--- config.mk ---
export PLATFORM = sky130hd
export DESIGN_NAME = pdc_device_flat
export DESIGN_NICKNAME = d
export VERILOG_FILES = /design/src/pdc_pkg.sv /design/src/pdc_link_if.sv /design/src/pdc_device.sv /design/src/flat_wrapper.sv
export SDC_FILE = /design/constraint.sdc
export NUM_CORES = 1
export LEC_CHECK = 0
export BUFFER_PORTS_ARGS = -buffer_cell sky130_fd_sc_hd__buf_2
export CORE_UTILIZATION = 40
export DETAILED_ROUTE_END_ITERATION = 10
export GPL_ROUTABILITY_DRIVEN = 0
export PLACE_DENSITY = 0.57
export SLEW_MARGIN = 15
export SYNTH_ARGS = -nofsm -noshare
export SYNTH_HDL_FRONTEND = slang
export SYNTH_SLANG_ARGS = --single-unit
export TNS_END_PERCENT = 100
--- constraint.sdc ---
create_clock -name clk -period 6.2 [get_ports clk]
set_input_delay 0.62 -clock clk [delete_from_list [all_inputs] [get_ports clk]]
set_output_delay 0.62 -clock clk [all_outputs]
set_load 0.01 [all_outputs]
--- src/pdc_pkg.sv ---
`default_nettype none
package pdc_pkg;
  // ****************************************************
  // serial word layout
  // ****************************************************
  localparam int WORD_W = 24;
  localparam logic [1:0] SEL_IF_R = 2'h0;
  localparam logic [1:0] SEL_IF_N = 2'h1;
  localparam logic [1:0] SEL_RF_R = 2'h2;
  localparam logic [1:0] SEL_RF_N = 2'h3;
  localparam int FRAC_LSB    = 2;
  localparam int FRAC_W      = 4;
  localparam int SWAL_LSB    = 6;
  localparam int SWAL_W      = 5;
  localparam int PROG_LSB    = 11;
  localparam int PROG_W      = 10;
  localparam int GP_OUTPUT_PIN0_BIT    = 17;
  localparam int GP_OUTPUT_PIN1_BIT    = 18;
  localparam int TEST_BIT    = 19;
  localparam int ACQ_BIT     = 20;
  localparam int PDMODE_BIT  = 21;
  localparam int PRESC_BIT   = 21;
  localparam int CP8X_BIT    = 21;
  localparam int IFGAIN8_BIT = 21;
  localparam int PWDN_BIT    = 22;
  localparam int CNTRST_BIT  = 23;
  localparam logic [23:0] WORD_RST = 24'h00_0000;
  // ****************************************************
  // divide ratios
  // ****************************************************
  localparam logic [5:0] P_BIG_LO   = 6'h10;
  localparam logic [5:0] P_BIG_HI   = 6'h20;
  localparam logic [5:0] P_SMALL_LO = 6'h08;
  localparam logic [5:0] P_SMALL_HI = 6'h10;
  localparam logic [5:0] P_IF       = 6'h08;
  localparam logic [4:0] MOD_15     = 5'h0f;
  localparam logic [4:0] MOD_16     = 5'h10;
  localparam logic [4:0] SWAL_MAX_SMALL = 5'h0f;
  // ****************************************************
  // timing
  // ****************************************************
  localparam int CLK_NS      = 8;
  localparam int NARROW_NS   = 15;
  localparam int WIDE_NS     = 30;
  localparam int NARROW_CYC  = (NARROW_NS / CLK_NS < 1) ? 1
                               : NARROW_NS / CLK_NS;
  localparam int WIDE_CYC    = (WIDE_NS / CLK_NS < 1) ? 1
                               : WIDE_NS / CLK_NS;
  localparam int LOCK_CYCLES = 5;
  localparam int LINK_NS     = 125;
  localparam int LINK_HALF_CYC = (LINK_NS / (2 * CLK_NS) < 1) ? 1
                                 : LINK_NS / (2 * CLK_NS);
  // ****************************************************
  // host registers
  // ****************************************************
  localparam logic [7:0] REG_WORD   = 8'h00;
  localparam logic [7:0] REG_STATUS = 8'h04;
  localparam int ST_BUSY    = 0;
  localparam int ST_DROPPED = 1;
  typedef enum logic [3:0] {
    PDC_IDLE   = 4'h1,
    PDC_CLK_LO = 4'h2,
    PDC_CLK_HI = 4'h4,
    PDC_LATCH  = 4'h8
  } pdc_host_state_t;
endpackage
`default_nettype wire

--- src/pdc_link_if.sv ---
`timescale 1ns/1ps
`default_nettype none
interface pdc_link_if;
  logic sdata;
  logic le;
  logic sclk;
  modport host (output sdata, output le, output sclk);
  modport dev  (input sdata, input le, input sclk);
endinterface
`default_nettype wire

--- src/pdc_device.sv ---
`timescale 1ns/1ps
`default_nettype none
module pdc_device import pdc_pkg::*; #(
  parameter bit LARGE_VARIANT = 1'b1
) (
  input  wire logic        clk,
  input  wire logic        rst_b,
  pdc_link_if.dev          link,
  input  wire logic        frac_mod16,
  input  wire logic        analog_ld_select,
  input  wire logic        ref_tick,
  input  wire logic        phase_err,
  input  wire logic        rf_cp_pulse_done,
  input  wire logic        if_cp_pulse_done,
  output logic [4:0]       rf_swallow_count,
  output logic [9:0]       rf_program_count,
  output logic [3:0]       fraction_numerator,
  output logic [4:0]       fraction_modulus,
  output logic             frac_code_invalid,
  output logic             swallow_out_of_range,
  output logic             prescaler_ratio_select,
  output logic [5:0]       prescaler_modulus,
  output logic [15:0]      rf_n_value,
  output logic             rf_counter_reset,
  output logic             if_counter_reset,
  output logic             rf_loop_powerdown,
  output logic             if_loop_powerdown,
  output logic             gp_output_pin0,
  output logic             gp_output_pin0_oe_b,
  output logic             gp_output_pin1,
  output logic             gp_output_pin1_oe_b,
  output logic             lock_detect,
  output logic             multifunction_lock_out,
  output logic             multifunction_lock_out_oe_b
);
  // ****************************************************
  // pin synchronisers
  // ****************************************************
  // bit 2 clock, bit 1 latch enable, bit 0 data
  logic [2:0] pin_raw;
  logic [2:0] sync1;
  logic [2:0] sync2;
  logic [2:0] sync3;
  logic [2:0] pin_filt;
  logic [2:0] pin_rise;
  assign pin_raw = {link.sclk, link.le, link.sdata};
  always_ff @(posedge clk) begin
    if (!rst_b) begin
      sync1 <= 3'h0;
      sync2 <= 3'h0;
      sync3 <= 3'h0;
    end else begin
      sync1 <= pin_raw;
      sync2 <= sync1;
      sync3 <= sync2;
    end
  end
  // a change counts only once two stages agree
  for (genvar g = 0; g < 3; g++) begin : g_filt
    assign pin_rise[g] = (sync2[g] == sync3[g]) && sync3[g] && !pin_filt[g];
    always_ff @(posedge clk) begin
      if (!rst_b) begin
        pin_filt[g] <= 1'b0;
      end else if (sync2[g] == sync3[g]) begin
        pin_filt[g] <= sync3[g];
      end
    end
  end
  // ****************************************************
  // shift register and word latches
  // ****************************************************
  logic [WORD_W-1:0] shift_reg;
  logic [WORD_W-1:0] rf_divider_word;
  logic [WORD_W-1:0] if_divider_word;
  logic [WORD_W-1:0] rf_ref_word;
  logic [WORD_W-1:0] if_ref_word;
  // never gated by power-down
  always_ff @(posedge clk) begin
    if (!rst_b) begin
      shift_reg <= WORD_RST;
    end else if (pin_rise[2]) begin
      shift_reg <= {shift_reg[WORD_W-2:0], pin_filt[0]};
    end
  end
  always_ff @(posedge clk) begin
    if (!rst_b) begin
      rf_divider_word <= WORD_RST;
      if_divider_word <= WORD_RST;
      rf_ref_word     <= WORD_RST;
      if_ref_word     <= WORD_RST;
    end else if (pin_rise[1]) begin
      case (shift_reg[1:0])
        SEL_RF_N: rf_divider_word <= shift_reg;
        SEL_IF_N: if_divider_word <= shift_reg;
        SEL_RF_R: rf_ref_word     <= shift_reg;
        SEL_IF_R: if_ref_word     <= shift_reg;
        default:  rf_divider_word <= rf_divider_word;
      endcase
    end
  end
  logic [4:0]  word_a;
  logic [9:0]  word_b;
  logic [5:0]  next_p;
  logic [15:0] next_n;
  assign word_a = rf_divider_word[SWAL_LSB +: SWAL_W];
  assign word_b = rf_divider_word[PROG_LSB +: PROG_W];
  always_comb begin
    if (LARGE_VARIANT) begin
      next_p = rf_divider_word[PRESC_BIT] ? P_BIG_HI : P_BIG_LO;
    end else begin
      next_p = rf_divider_word[PRESC_BIT] ? P_SMALL_HI : P_SMALL_LO;
    end
    next_n = ({6'h00, word_b} * {10'h000, next_p}) + {11'h000, word_a};
  end
  always_ff @(posedge clk) begin
    if (!rst_b) begin
      rf_swallow_count       <= 5'h00;
      rf_program_count       <= 10'h000;
      fraction_numerator     <= 4'h0;
      fraction_modulus       <= MOD_15;
      frac_code_invalid      <= 1'b0;
      swallow_out_of_range   <= 1'b0;
      prescaler_ratio_select <= 1'b0;
      prescaler_modulus      <= P_SMALL_LO;
      rf_n_value             <= 16'h0000;
      rf_counter_reset       <= 1'b0;
      if_counter_reset       <= 1'b0;
    end else begin
      rf_swallow_count       <= word_a;
      rf_program_count       <= word_b;
      fraction_numerator     <= rf_divider_word[FRAC_LSB +: FRAC_W];
      fraction_modulus       <= frac_mod16 ? MOD_16 : MOD_15;
      // all-ones numerator has no meaning over 15
      frac_code_invalid      <= !frac_mod16
                                && (&rf_divider_word[FRAC_LSB +: FRAC_W]);
      swallow_out_of_range   <= !LARGE_VARIANT
                                && (word_a > SWAL_MAX_SMALL);
      prescaler_ratio_select <= rf_divider_word[PRESC_BIT];
      prescaler_modulus      <= next_p;
      rf_n_value             <= next_n;
      rf_counter_reset       <= rf_divider_word[CNTRST_BIT];
      if_counter_reset       <= if_divider_word[CNTRST_BIT];
    end
  end
  // ****************************************************
  // power-down
  // ****************************************************
  logic [1:0] pd_req;
  logic [1:0] pd_act;
  logic [1:0] pump_done;
  logic       pd_sync_mode;
  assign pd_req       = {if_divider_word[PWDN_BIT], rf_divider_word[PWDN_BIT]};
  assign pump_done    = {if_cp_pulse_done, rf_cp_pulse_done};
  assign pd_sync_mode = if_divider_word[PDMODE_BIT];
  always_ff @(posedge clk) begin
    if (!rst_b) begin
      pd_act <= 2'h0;
    end else begin
      for (int i = 0; i < 2; i++) begin
        if (!pd_req[i]) begin
          pd_act[i] <= 1'b0;
        end else if (!pd_sync_mode) begin
          pd_act[i] <= 1'b1;
        end else if (pump_done[i]) begin
          pd_act[i] <= 1'b1;
        end
      end
    end
  end
  // counters stop and pump goes high impedance while set
  assign rf_loop_powerdown = pd_act[0];
  assign if_loop_powerdown = pd_act[1];
  // ****************************************************
  // general purpose pins
  // ****************************************************
  logic acq_mode;
  assign acq_mode = if_divider_word[ACQ_BIT];
  always_ff @(posedge clk) begin
    if (!rst_b) begin
      gp_output_pin0      <= 1'b0;
      gp_output_pin0_oe_b <= 1'b0;
      gp_output_pin1      <= 1'b0;
      gp_output_pin1_oe_b <= 1'b0;
    end else if (acq_mode) begin
      // level bits are don't care here
      gp_output_pin0      <= 1'b0;
      gp_output_pin0_oe_b <= !rf_ref_word[CP8X_BIT];
      gp_output_pin1      <= 1'b0;
      gp_output_pin1_oe_b <= !if_ref_word[IFGAIN8_BIT];
    end else begin
      gp_output_pin0      <= if_divider_word[GP_OUTPUT_PIN0_BIT];
      gp_output_pin0_oe_b <= 1'b0;
      gp_output_pin1      <= if_divider_word[GP_OUTPUT_PIN1_BIT];
      gp_output_pin1_oe_b <= 1'b0;
    end
  end
  // ****************************************************
  // lock filter
  // ****************************************************
  logic [3:0] err_len;
  logic [2:0] good_cnt;
  logic       err_narrow;
  logic       err_wide;
  assign err_narrow = err_len > 4'(NARROW_CYC);
  assign err_wide   = err_len > 4'(WIDE_CYC);
  // error width in clocks over one reference cycle
  always_ff @(posedge clk) begin
    if (!rst_b) begin
      err_len <= 4'h0;
    end else if (ref_tick) begin
      err_len <= {3'h0, phase_err};
    end else if (phase_err && (err_len != 4'hf)) begin
      err_len <= err_len + 4'h1;
    end
  end
  always_ff @(posedge clk) begin
    if (!rst_b || pd_act[0]) begin
      lock_detect <= 1'b0;
      good_cnt    <= 3'h0;
    end else if (ref_tick) begin
      if (lock_detect) begin
        if (err_wide) begin
          lock_detect <= 1'b0;
          good_cnt    <= 3'h0;
        end
      end else if (err_narrow) begin
        good_cnt <= 3'h0;
      end else if (good_cnt == 3'(LOCK_CYCLES - 1)) begin
        lock_detect <= 1'b1;
        good_cnt    <= 3'h0;
      end else begin
        good_cnt <= good_cnt + 3'h1;
      end
    end
  end
  // analog mode: open drain, pulled low while phases agree and the RF loop is not powered down
  always_ff @(posedge clk) begin
    if (!rst_b) begin
      multifunction_lock_out      <= 1'b0;
      multifunction_lock_out_oe_b <= 1'b0;
    end else if (analog_ld_select) begin
      multifunction_lock_out      <= 1'b0;
      multifunction_lock_out_oe_b <= phase_err || pd_act[0];
    end else begin
      multifunction_lock_out      <= lock_detect;
      multifunction_lock_out_oe_b <= 1'b0;
    end
  end
endmodule // pdc_device
`default_nettype wire

--- src/flat_wrapper.sv ---
// flat-port wrapper written by rule: the top's interface ports become plain ports
module pdc_device_flat import pdc_pkg::*;
#(
  parameter bit LARGE_VARIANT = 1'b1
)
  (clk, rst_b, frac_mod16, analog_ld_select, ref_tick, phase_err, rf_cp_pulse_done, if_cp_pulse_done, rf_swallow_count, rf_program_count, fraction_numerator, fraction_modulus, frac_code_invalid, swallow_out_of_range, prescaler_ratio_select, prescaler_modulus, rf_n_value, rf_counter_reset, if_counter_reset, rf_loop_powerdown, if_loop_powerdown, gp_output_pin0, gp_output_pin0_oe_b, gp_output_pin1, gp_output_pin1_oe_b, lock_detect, multifunction_lock_out, multifunction_lock_out_oe_b, link_sdata, link_le, link_sclk);
  pdc_link_if link_i ();
  input  wire logic clk;
  input  wire logic rst_b;
  input  wire logic frac_mod16;
  input  wire logic analog_ld_select;
  input  wire logic ref_tick;
  input  wire logic phase_err;
  input  wire logic rf_cp_pulse_done;
  input  wire logic if_cp_pulse_done;
  output logic [4:0] rf_swallow_count;
  output logic [9:0] rf_program_count;
  output logic [3:0] fraction_numerator;
  output logic [4:0] fraction_modulus;
  output logic frac_code_invalid;
  output logic swallow_out_of_range;
  output logic prescaler_ratio_select;
  output logic [5:0] prescaler_modulus;
  output logic [15:0] rf_n_value;
  output logic rf_counter_reset;
  output logic if_counter_reset;
  output logic rf_loop_powerdown;
  output logic if_loop_powerdown;
  output logic gp_output_pin0;
  output logic gp_output_pin0_oe_b;
  output logic gp_output_pin1;
  output logic gp_output_pin1_oe_b;
  output logic lock_detect;
  output logic multifunction_lock_out;
  output logic multifunction_lock_out_oe_b;
  input wire logic [$bits(link_i.sdata)-1:0] link_sdata;
  input wire logic [$bits(link_i.le)-1:0] link_le;
  input wire logic [$bits(link_i.sclk)-1:0] link_sclk;
  assign link_i.sdata = link_sdata;
  assign link_i.le = link_le;
  assign link_i.sclk = link_sclk;
  pdc_device #(.LARGE_VARIANT(LARGE_VARIANT)) u_core (.clk(clk), .rst_b(rst_b), .link(link_i), .frac_mod16(frac_mod16), .analog_ld_select(analog_ld_select), .ref_tick(ref_tick), .phase_err(phase_err), .rf_cp_pulse_done(rf_cp_pulse_done), .if_cp_pulse_done(if_cp_pulse_done), .rf_swallow_count(rf_swallow_count), .rf_program_count(rf_program_count), .fraction_numerator(fraction_numerator), .fraction_modulus(fraction_modulus), .frac_code_invalid(frac_code_invalid), .swallow_out_of_range(swallow_out_of_range), .prescaler_ratio_select(prescaler_ratio_select), .prescaler_modulus(prescaler_modulus), .rf_n_value(rf_n_value), .rf_counter_reset(rf_counter_reset), .if_counter_reset(if_counter_reset), .rf_loop_powerdown(rf_loop_powerdown), .if_loop_powerdown(if_loop_powerdown), .gp_output_pin0(gp_output_pin0), .gp_output_pin0_oe_b(gp_output_pin0_oe_b), .gp_output_pin1(gp_output_pin1), .gp_output_pin1_oe_b(gp_output_pin1_oe_b), .lock_detect(lock_detect), .multifunction_lock_out(multifunction_lock_out), .multifunction_lock_out_oe_b(multifunction_lock_out_oe_b));
endmodule
==> results.ini, run 1 <==
[status]
status=finished clean

[synthesis]
yosys.area.top_type_share_pct=48.8
synth.distinct_cells=46
ys_warn_count=0
ys_top_cells_by_count=dfxtp_1, nand2_1, a21oi_1
avgSynthCellArea_um2=9.24
yosys-top-cells-area=dfxtp_1, ha_1, nand2_1, a21oi_1, and2_1
synth-seq-cells=121
synthesis.area_um2=4960
synth_seq_area_share_pct=48.8
yosys.cell_count.top_type=dfxtp_1
yosys.area.top_type=dfxtp_1
synth_edf_count=0
synthCells=537
ys.flop_type=dfxtp_1
ys_async_sr_fraction_pct=0

[global_route]
antenna_found_initial=0
grt_pass1_wl_um=15700
grt_use_total_pct=15.7
grt_max_degree=63
grt_pass1_vias=3517
grt_remaining_overflow=0

[finish]
largest_reg_flops=24
syn_to_final_growth_pct=18.7
drive_above_1_share_pct=17.3
antenna_cells=0
fin_area_um2=5890
nNetsFinal=648
post-route-util_pct=48.8
fin_cells=774

[clock_tree]
cts-root-buf=clkbuf_16
cts_tree=built
cts_buffers=17
clk_latency_ps=410
hold_buffers=0
h-tree-depth=4
clkTransAtPathRegs_ps=50
clkSinkCount=121
cts_max_path_buffers=2
postCtsSetupBuffers=0
cts-resized-gates=0

[worst_setup_path]
critPathKind=flip-flop to flip-flop
critPathBufInv=0
slowest_stage=dfxtp_1
cp-start-kind=flip-flop
cp-end-kind=flip-flop
worstPathArrival_ps=3700
path_max_fanout=19
crit_family=adder cells
max_stage_delay_ps=690
path_common_cell=ha_1
crit_required_ps=6500
crit_chain=and2_1 > ha_1 > ha_1 > ha_1 > ha_1 > ha_1 > o21ai_0 > or4_1 > o211ai_1 > a311o_2

[power]
power_density_nw_per_um2=300
switchingPower_mw=0.367
p_clk_share_pct=52.4
switching_share_pct=20.8
seqPwrFrac_pct=44.7
intPower_mw=1.40
peakVddDrop_uv=148
p_leak_nw=2.61
comb_power_share_pct=2.9

[timing]
setup_violations=0
layout_min_cycle_time_ps=3400
max_freq_mhz=294
finClkSkew_ps=4.78
worstMarginPinSlew_ps=906
slew_headroom_pct=39.6
rsz0062_at_grt=false
setup_tns_ps=0
finalMaxSlewViolations=0
min_period_over_period_pct=54.9
hold_viol_final=0

[place]
dp_hpwl_um=6220
placed_area_um2=5340
port-buffer-count=66
dp.cells=743

[drt]
wirelength_um=9340
drc_errors=0
drt-pass1-iter-count=4
routed_via_density=4.75
vias=3676
wl_per_cell_um=12.1
drt-initial-drc-count=206
ant_nets=0

[die]
core_area_um2=12100
start_util_pct=41.2
dieWidth_um=113
io_pins=71
core.rowCount=40
dieArea_um2=12900
fp.dieH_um=113

[flow_run]
cap_violations=0

[worst_hold_path]
hold_path_class=primary input to flip-flop

==> cells in the final DEF, fill, tap and decap left out, types with 12 or more instances in the layout <==
master / count
dfxtp_1: 121
and2_1: 40
a21oi_1: 58
nand3_1: 12
clkbuf_16: 17
mux2i_1: 12
ha_1: 42
buf_2: 66
nor2_1: 26
nand2_1: 111
==> logic make-up (layout without fill, tap and decap cells) <==
family / Yosys count / after routing / share of synthesized area, %
adders and majority gates: 43 / 43 / 11.0
AOI/OAI and AO/OA: 80 / 80 / 9.38
and+or+nand+nor: 220 / 220 / 20.9
DFF: 121 / 121 / 48.8
muxes: 15 / 15 / 3.10
buffers and inverters: 47 / 109 / 5.02
other: 1 / 8 / 0.0756
xor gates and xnor gates: 10 / 10 / 1.76
==> worst paths after layout <==
path | slack (ps) | startpoint | depth (start not counted) | end
setup / recovery | 2800 | u_core.rf_divider_word[21]$_SDFFE_PN0P_ | 10 | u_core.rf_n_value[14]$_SDFF_PN0_
hold / removal | 390 | analog_ld_select | 2 | u_core.multifunction_lock_out$_SDFF_PP0_
setup reg to reg | 2800 | u_core.rf_divider_word[21]$_SDFFE_PN0P_ | 10 | u_core.rf_n_value[14]$_SDFF_PN0_
hold reg to reg | 430 | u_core.rf_ref_word[21]$_SDFFE_PN0P_ | 1 | u_core.gp_output_pin0_oe_b$_SDFF_PN0_
==> routing by layer <==
metal | global-route usage [%] | up-vias | share of wire, %
li1 | - | 1880 | -
met1 | 18.0 | 1720 | 46
met2 | 26.5 | 67 | 48
met3 | 5.84 | 9 | 4.6
met4 | 6.14 | 0 | 1.3
met5 | 0 | - | 0
==> final cells by class <==
class,count,area [µm²]
Inverter,9,33.8
Tap cell,168,210
Sequential cell,121,2420
Clock buffer,22,454
Fill cell,1169,6170
Timing Repair Buffer,69,353
Multi-Input combinational cell,376,2320
Clock inverter,9,100
==> metrics by stage <==
step / hold slack, ps / power (mW) / worst slack [ps]
after floorplan: 385 / 0.845 / 2970
after global placement: 413 / 0.855 / 2900
after detailed placement: 409 / 0.857 / 2830
after CTS: 372 / 1.78 / 2810
after global routing: 369 / 1.83 / 2600
final: 392 / 1.77 / 2800
==> power groups by stage <==
stage	clock, mW	combinational, mW	sequential, mW
2_1_floorplan	0	0.0375	0.807
3_3_place_gp	0	0.0495	0.806
3_5_place_dp	0	0.0507	0.806
4_1_cts	0.942	0.0510	0.790
5_1_grt	0.978	0.0574	0.790
6_report	0.925	0.0504	0.790
==> worst reg2reg max path, delay by kind of cell, from the launching register on <==
family | cells | cell delay (ps)
fa+ha+maj | 5 | 1490
compound gates | 3 | 740
flops | 1 | 690
simple gates | 2 | 370
No activity file was read; power rests on OpenSTA's default activity.
==> inputs of run 2 (changes only) <==
--- a/config.mk
+++ b/config.mk
@@ -5,11 +5,12 @@
 export SDC_FILE = /design/constraint.sdc
 export NUM_CORES = 1
 export LEC_CHECK = 0
+export ABC_AREA = 1
 export BUFFER_PORTS_ARGS = -buffer_cell sky130_fd_sc_hd__buf_2
 export CORE_UTILIZATION = 40
 export DETAILED_ROUTE_END_ITERATION = 10
 export GPL_ROUTABILITY_DRIVEN = 0
-export PLACE_DENSITY = 0.57
+export PLACE_DENSITY = 0.59
 export SLEW_MARGIN = 15
 export SYNTH_ARGS = -nofsm -noshare
 export SYNTH_HDL_FRONTEND = slang
==> constraint.sdc (replaced) <==
create_clock -name clk -period 2.75 [get_ports clk]
set_input_delay 0.275 -clock clk [delete_from_list [all_inputs] [get_ports clk]]
set_output_delay 0.275 -clock clk [all_outputs]
set_load 0.01 [all_outputs]
==> results.ini, run 2 <==
[die]
core_area_um2=12100
core.rowCount=40
start_util_pct=41.1
dieArea_um2=12800
io_pins=71
dieWidth_um=113
fp.dieH_um=113

[worst_setup_path]
crit_required_ps=3050
critPathKind=flip-flop to flip-flop
critPathBufInv=2
critPathLaunch=u_core.rf_divider_word[21]$_SDFFE_PN0P_
path_common_cell=nand2_1
timing.rr.start=u_core.rf_divider_word[21]$_SDFFE_PN0P_
cp-start-kind=flip-flop
worstPathArrival_ps=2890
crit_chain=nand2_1 > inv_1 > ha_1 > ha_1 > ha_1 > ha_1 > ha_4 > nand2_1 > inv_1 > nand2_1 > nand2_1 > nor2_2 > nand2_1 > nand2_1 > nor2_1
slowest_stage=dfxtp_2
cp-end-kind=flip-flop
path_max_fanout=6
crit_family=adder cells
max_stage_delay_ps=350

[timing]
layout_min_cycle_time_ps=2590
setup_violations=0
setup_ws_ps=163
setup_tns_ps=0
hold_ws_ps=42.2
min_period_over_period_pct=94.1
hold_viol_final=0
rsz0062_at_grt=true
worstMarginPinSlew_ps=722
slew_headroom_pct=51.8
finClkSkew_ps=10.2
max_freq_mhz=387
finalMaxSlewViolations=0

[clock_tree]
clk_latency_ps=410
h-tree-depth=4
cts_max_path_buffers=2
cts_buffers=17
cts-root-buf=clkbuf_16
cts_tree=built
clkSinkCount=121
postCtsSetupBuffers=0
clkTransAtPathRegs_ps=50
hold_buffers=0

[synthesis]
yosys.cell_count.top_type=dfxtp_1
avgSynthCellArea_um2=8.01
ys_warn_count=0
ys_async_sr_fraction_pct=0
yosys.area.top_type_share_pct=48.9
synth.distinct_cells=27
yosys.area.top_type=dfxtp_1
synth_edf_count=0
synthesis.area_um2=4960
yosys-top-cells-area=dfxtp_1, ha_1, nor2_1, o21ai_0, inv_1
synthCells=619
synth-seq-cells=121
ys_top_cells_by_count=dfxtp_1, nor2_1, inv_1
ys.flop_type=dfxtp_1
synth_seq_area_share_pct=48.9

[finish]
fin_area_um2=6030
seqCellArea_um2=2420
nNetsFinal=739
largest_reg_flops=24
drive_above_1_share_pct=16.6
layout_common_cells=dfxtp_1, nor2_1, inv_1
multi_input_area_um2=2070
final_common_cell=dfxtp_1
antenna_cells=0
fill_cells=1177
syn_to_final_growth_pct=21.6

[global_route]
antenna_found_initial=0
grt_pass1_vias=3521
grt_max_degree=41
grt_remaining_overflow=0
grt_use_total_pct=15.1
grt_pass1_wl_um=15200

[power]
p_leak_nw=3.37
power_density_nw_per_um2=682
peakVddDrop_uv=500
power_mw=4.11

[drt]
wl_per_cell_um=10.4
vias=3890
wirelength_um=8970
routed_via_density=4.49
drc_errors=0
drt-initial-drc-count=191
ant_nets=0
drt-pass1-iter-count=4

[status]
status=finished clean

[worst_hold_path]
min-delay-start=link_sdata
hold_path_class=primary input to flip-flop

[place]
port-buffer-count=66
dp_hpwl_um=6040
place_ws_ps=12.5
placed_area_um2=5390

[flow_run]
cap_violations=0

run 2: changes by cell type in the layout (fill, tap and decap cells not counted), moves of 9 or more:
cell and delta:
mux2i_1 -12, nor2_1 +84, inv_1 +80, nor2b_1 -9, o21ai_0 +59, nand2_1 -26, a21oi_1 -24, and2_1 -40
run 2: final timing paths:
check	cells past startpoint	slack (ps)	to
setup / recovery	15	160	u_core.rf_n_value[13]$_SDFF_PN0_
hold reg to reg	2	410	u_core.sync2[2]$_SDFF_PN0_
hold / removal	3	40	u_core.sync1[0]$_SDFF_PN0_
setup reg to reg	15	160	u_core.rf_n_value[13]$_SDFF_PN0_
run 2: layout make-up:
class                      count  area share, %
timing repair buffer          74           6.60
clock inverter                13           2.53
inverter                      91           5.67
clock buffer                  19           7.18
tap                          168           3.49
sequential                   121           40.2
multi-input combinational    380           34.3
run 2: tightest hold or removal path, delay by kind of cell:
kind	cells	cell delay, ps
and+or+nand+nor	1	40
buffers and inverters	2	110
run 2: cell families (layout without fill, tap and decap cells):
group | after synthesis | after routing | share of synthesized area [%]
other | 1 | 8 | 0.0757
AND/OR/NAND/NOR | 218 | 218 | 17.4
AO/OA/AOI/OAI | 107 | 107 | 11.2
flip-flops | 121 | 121 | 48.9
adder cells (fa/ha/maj) | 43 | 43 | 11.0
XOR/XNOR | 4 | 4 | 0.707
buffers and inverters | 125 | 197 | 10.8
run 2: metal layers:
metal	track usage (%)	part of all wire (%)	up-vias
li1	-	-	2056
met1	18.1	48	1751
met2	24.2	46	69
met3	4.93	4.3	14
met4	7.89	2.1	0
met5	0	0	-
run 2: per-stage QoR:
stage / util (%) / cells
final: 50.0 / 866
after global routing: 50.0 / 866
after CTS: 49.5 / 866
after detailed placement: 44.7 / 834
after global placement: 44.7 / 834
after floorplan: - / 626
run 2: power by group:
group	switching (mW)	leakage (nW)	internal (mW)	total [mW]
clock network	0.779	0.287	1.42	2.19
registers	0.0121	0.981	1.78	1.79
logic	0.0822	2.10	0.0454	0.128
run 2: what timing repair did:
item,4_1_cts,5_1_grt
pin swaps,0,1
resized for setup,1,10
setup endpoints to repair,1,6
==> inputs of run 3 (changes only) <==
--- a/config.mk
+++ b/config.mk
@@ -5,12 +5,11 @@
 export SDC_FILE = /design/constraint.sdc
 export NUM_CORES = 1
 export LEC_CHECK = 0
-export ABC_AREA = 1
 export BUFFER_PORTS_ARGS = -buffer_cell sky130_fd_sc_hd__buf_2
-export CORE_UTILIZATION = 40
+export CORE_UTILIZATION = 51
 export DETAILED_ROUTE_END_ITERATION = 10
 export GPL_ROUTABILITY_DRIVEN = 0
-export PLACE_DENSITY = 0.59
+export PLACE_DENSITY = 0.73
 export SLEW_MARGIN = 15
 export SYNTH_ARGS = -nofsm -noshare
 export SYNTH_HDL_FRONTEND = slang
==> results.ini, run 3 (same netlist as run 1, synthesis figures left out) <==
[worst_setup_path]
reg2reg_depth=10
worstPathArrival_ps=3140
r2r_end=u_core.rf_n_value[14]$_SDFF_PN0_
max_stage_delay_ps=550
critPathBufInv=0
cp-start-kind=flip-flop
path_common_cell=ha_4
timing.rr.start=u_core.rf_divider_word[21]$_SDFFE_PN0P_
slowest_stage=fa_1
crit_family=adder cells
crit_chain=and2_1 > ha_2 > ha_4 > fa_1 > ha_4 > ha_4 > and3b_1 > o211ai_1 > o211ai_1 > a311o_2
crit_required_ps=3150
critPathKind=flip-flop to flip-flop
rrSetupSlack_ps=10
cp-end-kind=flip-flop
path_max_fanout=6

[die]
dieWidth_um=101
io_pins=71
fp.dieH_um=101
start_util_pct=53.2
core.rowCount=35
core_area_um2=9330
dieArea_um2=10100

[power]
p_leak_nw=2.67
power_density_nw_per_um2=633
switchingPower_mw=0.942
peakVddDrop_uv=374
p_clk_share_pct=52.2
intPower_mw=3.07
seqPwrFrac_pct=44.3
comb_power_share_pct=3.5
switching_share_pct=23.5

[worst_hold_path]
min_to=u_core.pd_act[1]$_SDFFE_PN0P_
min-delay-start=if_cp_pulse_done
hold_path_class=primary input to flip-flop
hold_depth=3

[finish]
antenna_cells=0
largest_reg_flops=24
multi_input_area_um2=2630
syn_to_final_growth_pct=27.7
post-route-util_pct=68.0
final_common_cell=dfxtp_1
layout_common_cells=dfxtp_1, nand2_1, buf_2
nNetsFinal=668
fill_cells=734
seqCellArea_um2=2430
drive_above_1_share_pct=25.5
fin_area_um2=6340
fin_cells=756

[place]
placed_area_um2=5610
dp_hpwl_um=6270
port-buffer-count=66
dp.cells=719

[timing]
finClkSkew_ps=7.51
hold_viol_final=0
worstMarginPinSlew_ps=922
max_freq_mhz=365
layout_min_cycle_time_ps=2740
slew_headroom_pct=38.5
rsz0062_at_grt=true
min_period_over_period_pct=99.5
setup_violations=0
finalMaxSlewViolations=0

[drt]
wl_per_cell_um=13.3
drt-pass1-iter-count=5
ant_nets=0
drc_errors=0
vias=3796
wirelength_um=10100
routed_via_density=5.02
drt-initial-drc-count=167

[clock_tree]
cts_tree=built
cts_max_path_buffers=2
cts-root-buf=clkbuf_8
clkSinkCount=121
clk_latency_ps=520
h-tree-depth=4
cts_buffers=17
clkTransAtPathRegs_ps=60

[global_route]
antenna_found_initial=0
grt_use_total_pct=21.1
grt_pass1_vias=3664
grt_pass1_wl_um=16700
grt_max_degree=47
grt_remaining_overflow=0

[status]
status=finished clean

[flow_run]
cap_violations=0

run 3: changes by cell type in the layout (fill, tap and decap cells not counted), moves of 18 or more:
cell / before / now
and2_1: 0 / 38
nor2_1: 110 / 26
ha_1: 40 / 18
a21oi_1: 34 / 57
nand2_1: 85 / 111
o21ai_0: 66 / 6
inv_1: 88 / 8
ha_4: 2 / 20
run 3: per-layer routing:
| metal | track usage [%] | vias to the layer above | wire length (µm) | part of all wire (%) |
|---|---|---|---|---|
| li1 | - | 1927 | - | - |
| met1 | 25.4 | 1777 | 4500 | 45 |
| met3 | 4.44 | 17 | 301 | 3.0 |
| met4 | 9.70 | 0 | 150 | 1.5 |
| met2 | 36.0 | 75 | 5110 | 51 |
| met5 | 0 | - | 0 | 0 |
run 3: through the flow:
stage                     power [mW]  hold WS [ps]  worst slack [ps]  TNS, ps
final                           4.01          20.5              13.0        0
after global routing            4.14          51.3              -113     -131
after CTS                       4.03          1.85              7.02        0
after detailed placement        1.95           408             -88.0     -298
after global placement          1.94           400             -15.5    -29.8
after floorplan                 1.92           346             -43.3    -43.3
run 3: layout make-up:
cell class / count / share of cell area (%)
Multi-Input combinational cell: 376 / 41.5
Timing Repair Buffer: 89 / 8.25
Tap cell: 129 / 2.55
Sequential cell: 121 / 38.3
Inverter: 9 / 0.533
Clock buffer: 18 / 6.75
Clock inverter: 14 / 2.17
run 3: timing repair:
action                                  CTS  global route
hold buffers                              5             0
buffers inserted                          0             0
pin swaps                                 5             7
resized for setup                         6            17
endpoints found under the setup margin    4             5
hold endpoints to repair                  8             0
cloned                                    0             0
run 3: power by group through the flow:
stage	Sequential [mW]	Clock [mW]	Combinational (mW)
CTS	1.78	2.12	0.138
global route	1.78	2.21	0.154
finish	1.78	2.09	0.138
global placement	1.82	0	0.124
floorplan	1.82	0	0.0954
detailed placement	1.82	0	0.130
run 3: worst max path at each step:
stage / startpoint / endpoint / slack [ps] / cells past startpoint
after floorplan: u_core.rf_divider_word[21]$_SDFFE_PN0P_ / u_core.rf_n_value[14]$_SDFF_PN0_ / -40 / 12
after global placement: u_core.rf_divider_word[21]$_SDFFE_PN0P_ / u_core.rf_n_value[13]$_SDFF_PN0_ / -20 / 11
after detailed placement: u_core.rf_divider_word[21]$_SDFFE_PN0P_ / u_core.rf_n_value[15]$_SDFF_PN0_ / -90 / 11
after CTS: u_core.rf_divider_word[21]$_SDFFE_PN0P_ / u_core.rf_n_value[14]$_SDFF_PN0_ / 7 / 9
after global routing: u_core.rf_divider_word[21]$_SDFFE_PN0P_ / u_core.rf_n_value[14]$_SDFF_PN0_ / -110 / 11
final: u_core.rf_divider_word[21]$_SDFFE_PN0P_ / u_core.rf_n_value[14]$_SDFF_PN0_ / 10 / 10
run 3: worst reg2reg max path: stages, from the launching register on:
cell      delay, ps
dfxtp_4         370
and2_1          160
ha_2            200
ha_4            160
fa_1            550
ha_4            220
ha_4            240
and3b_1         190
o211ai_1        100
o211ai_1        130
a311o_2         310
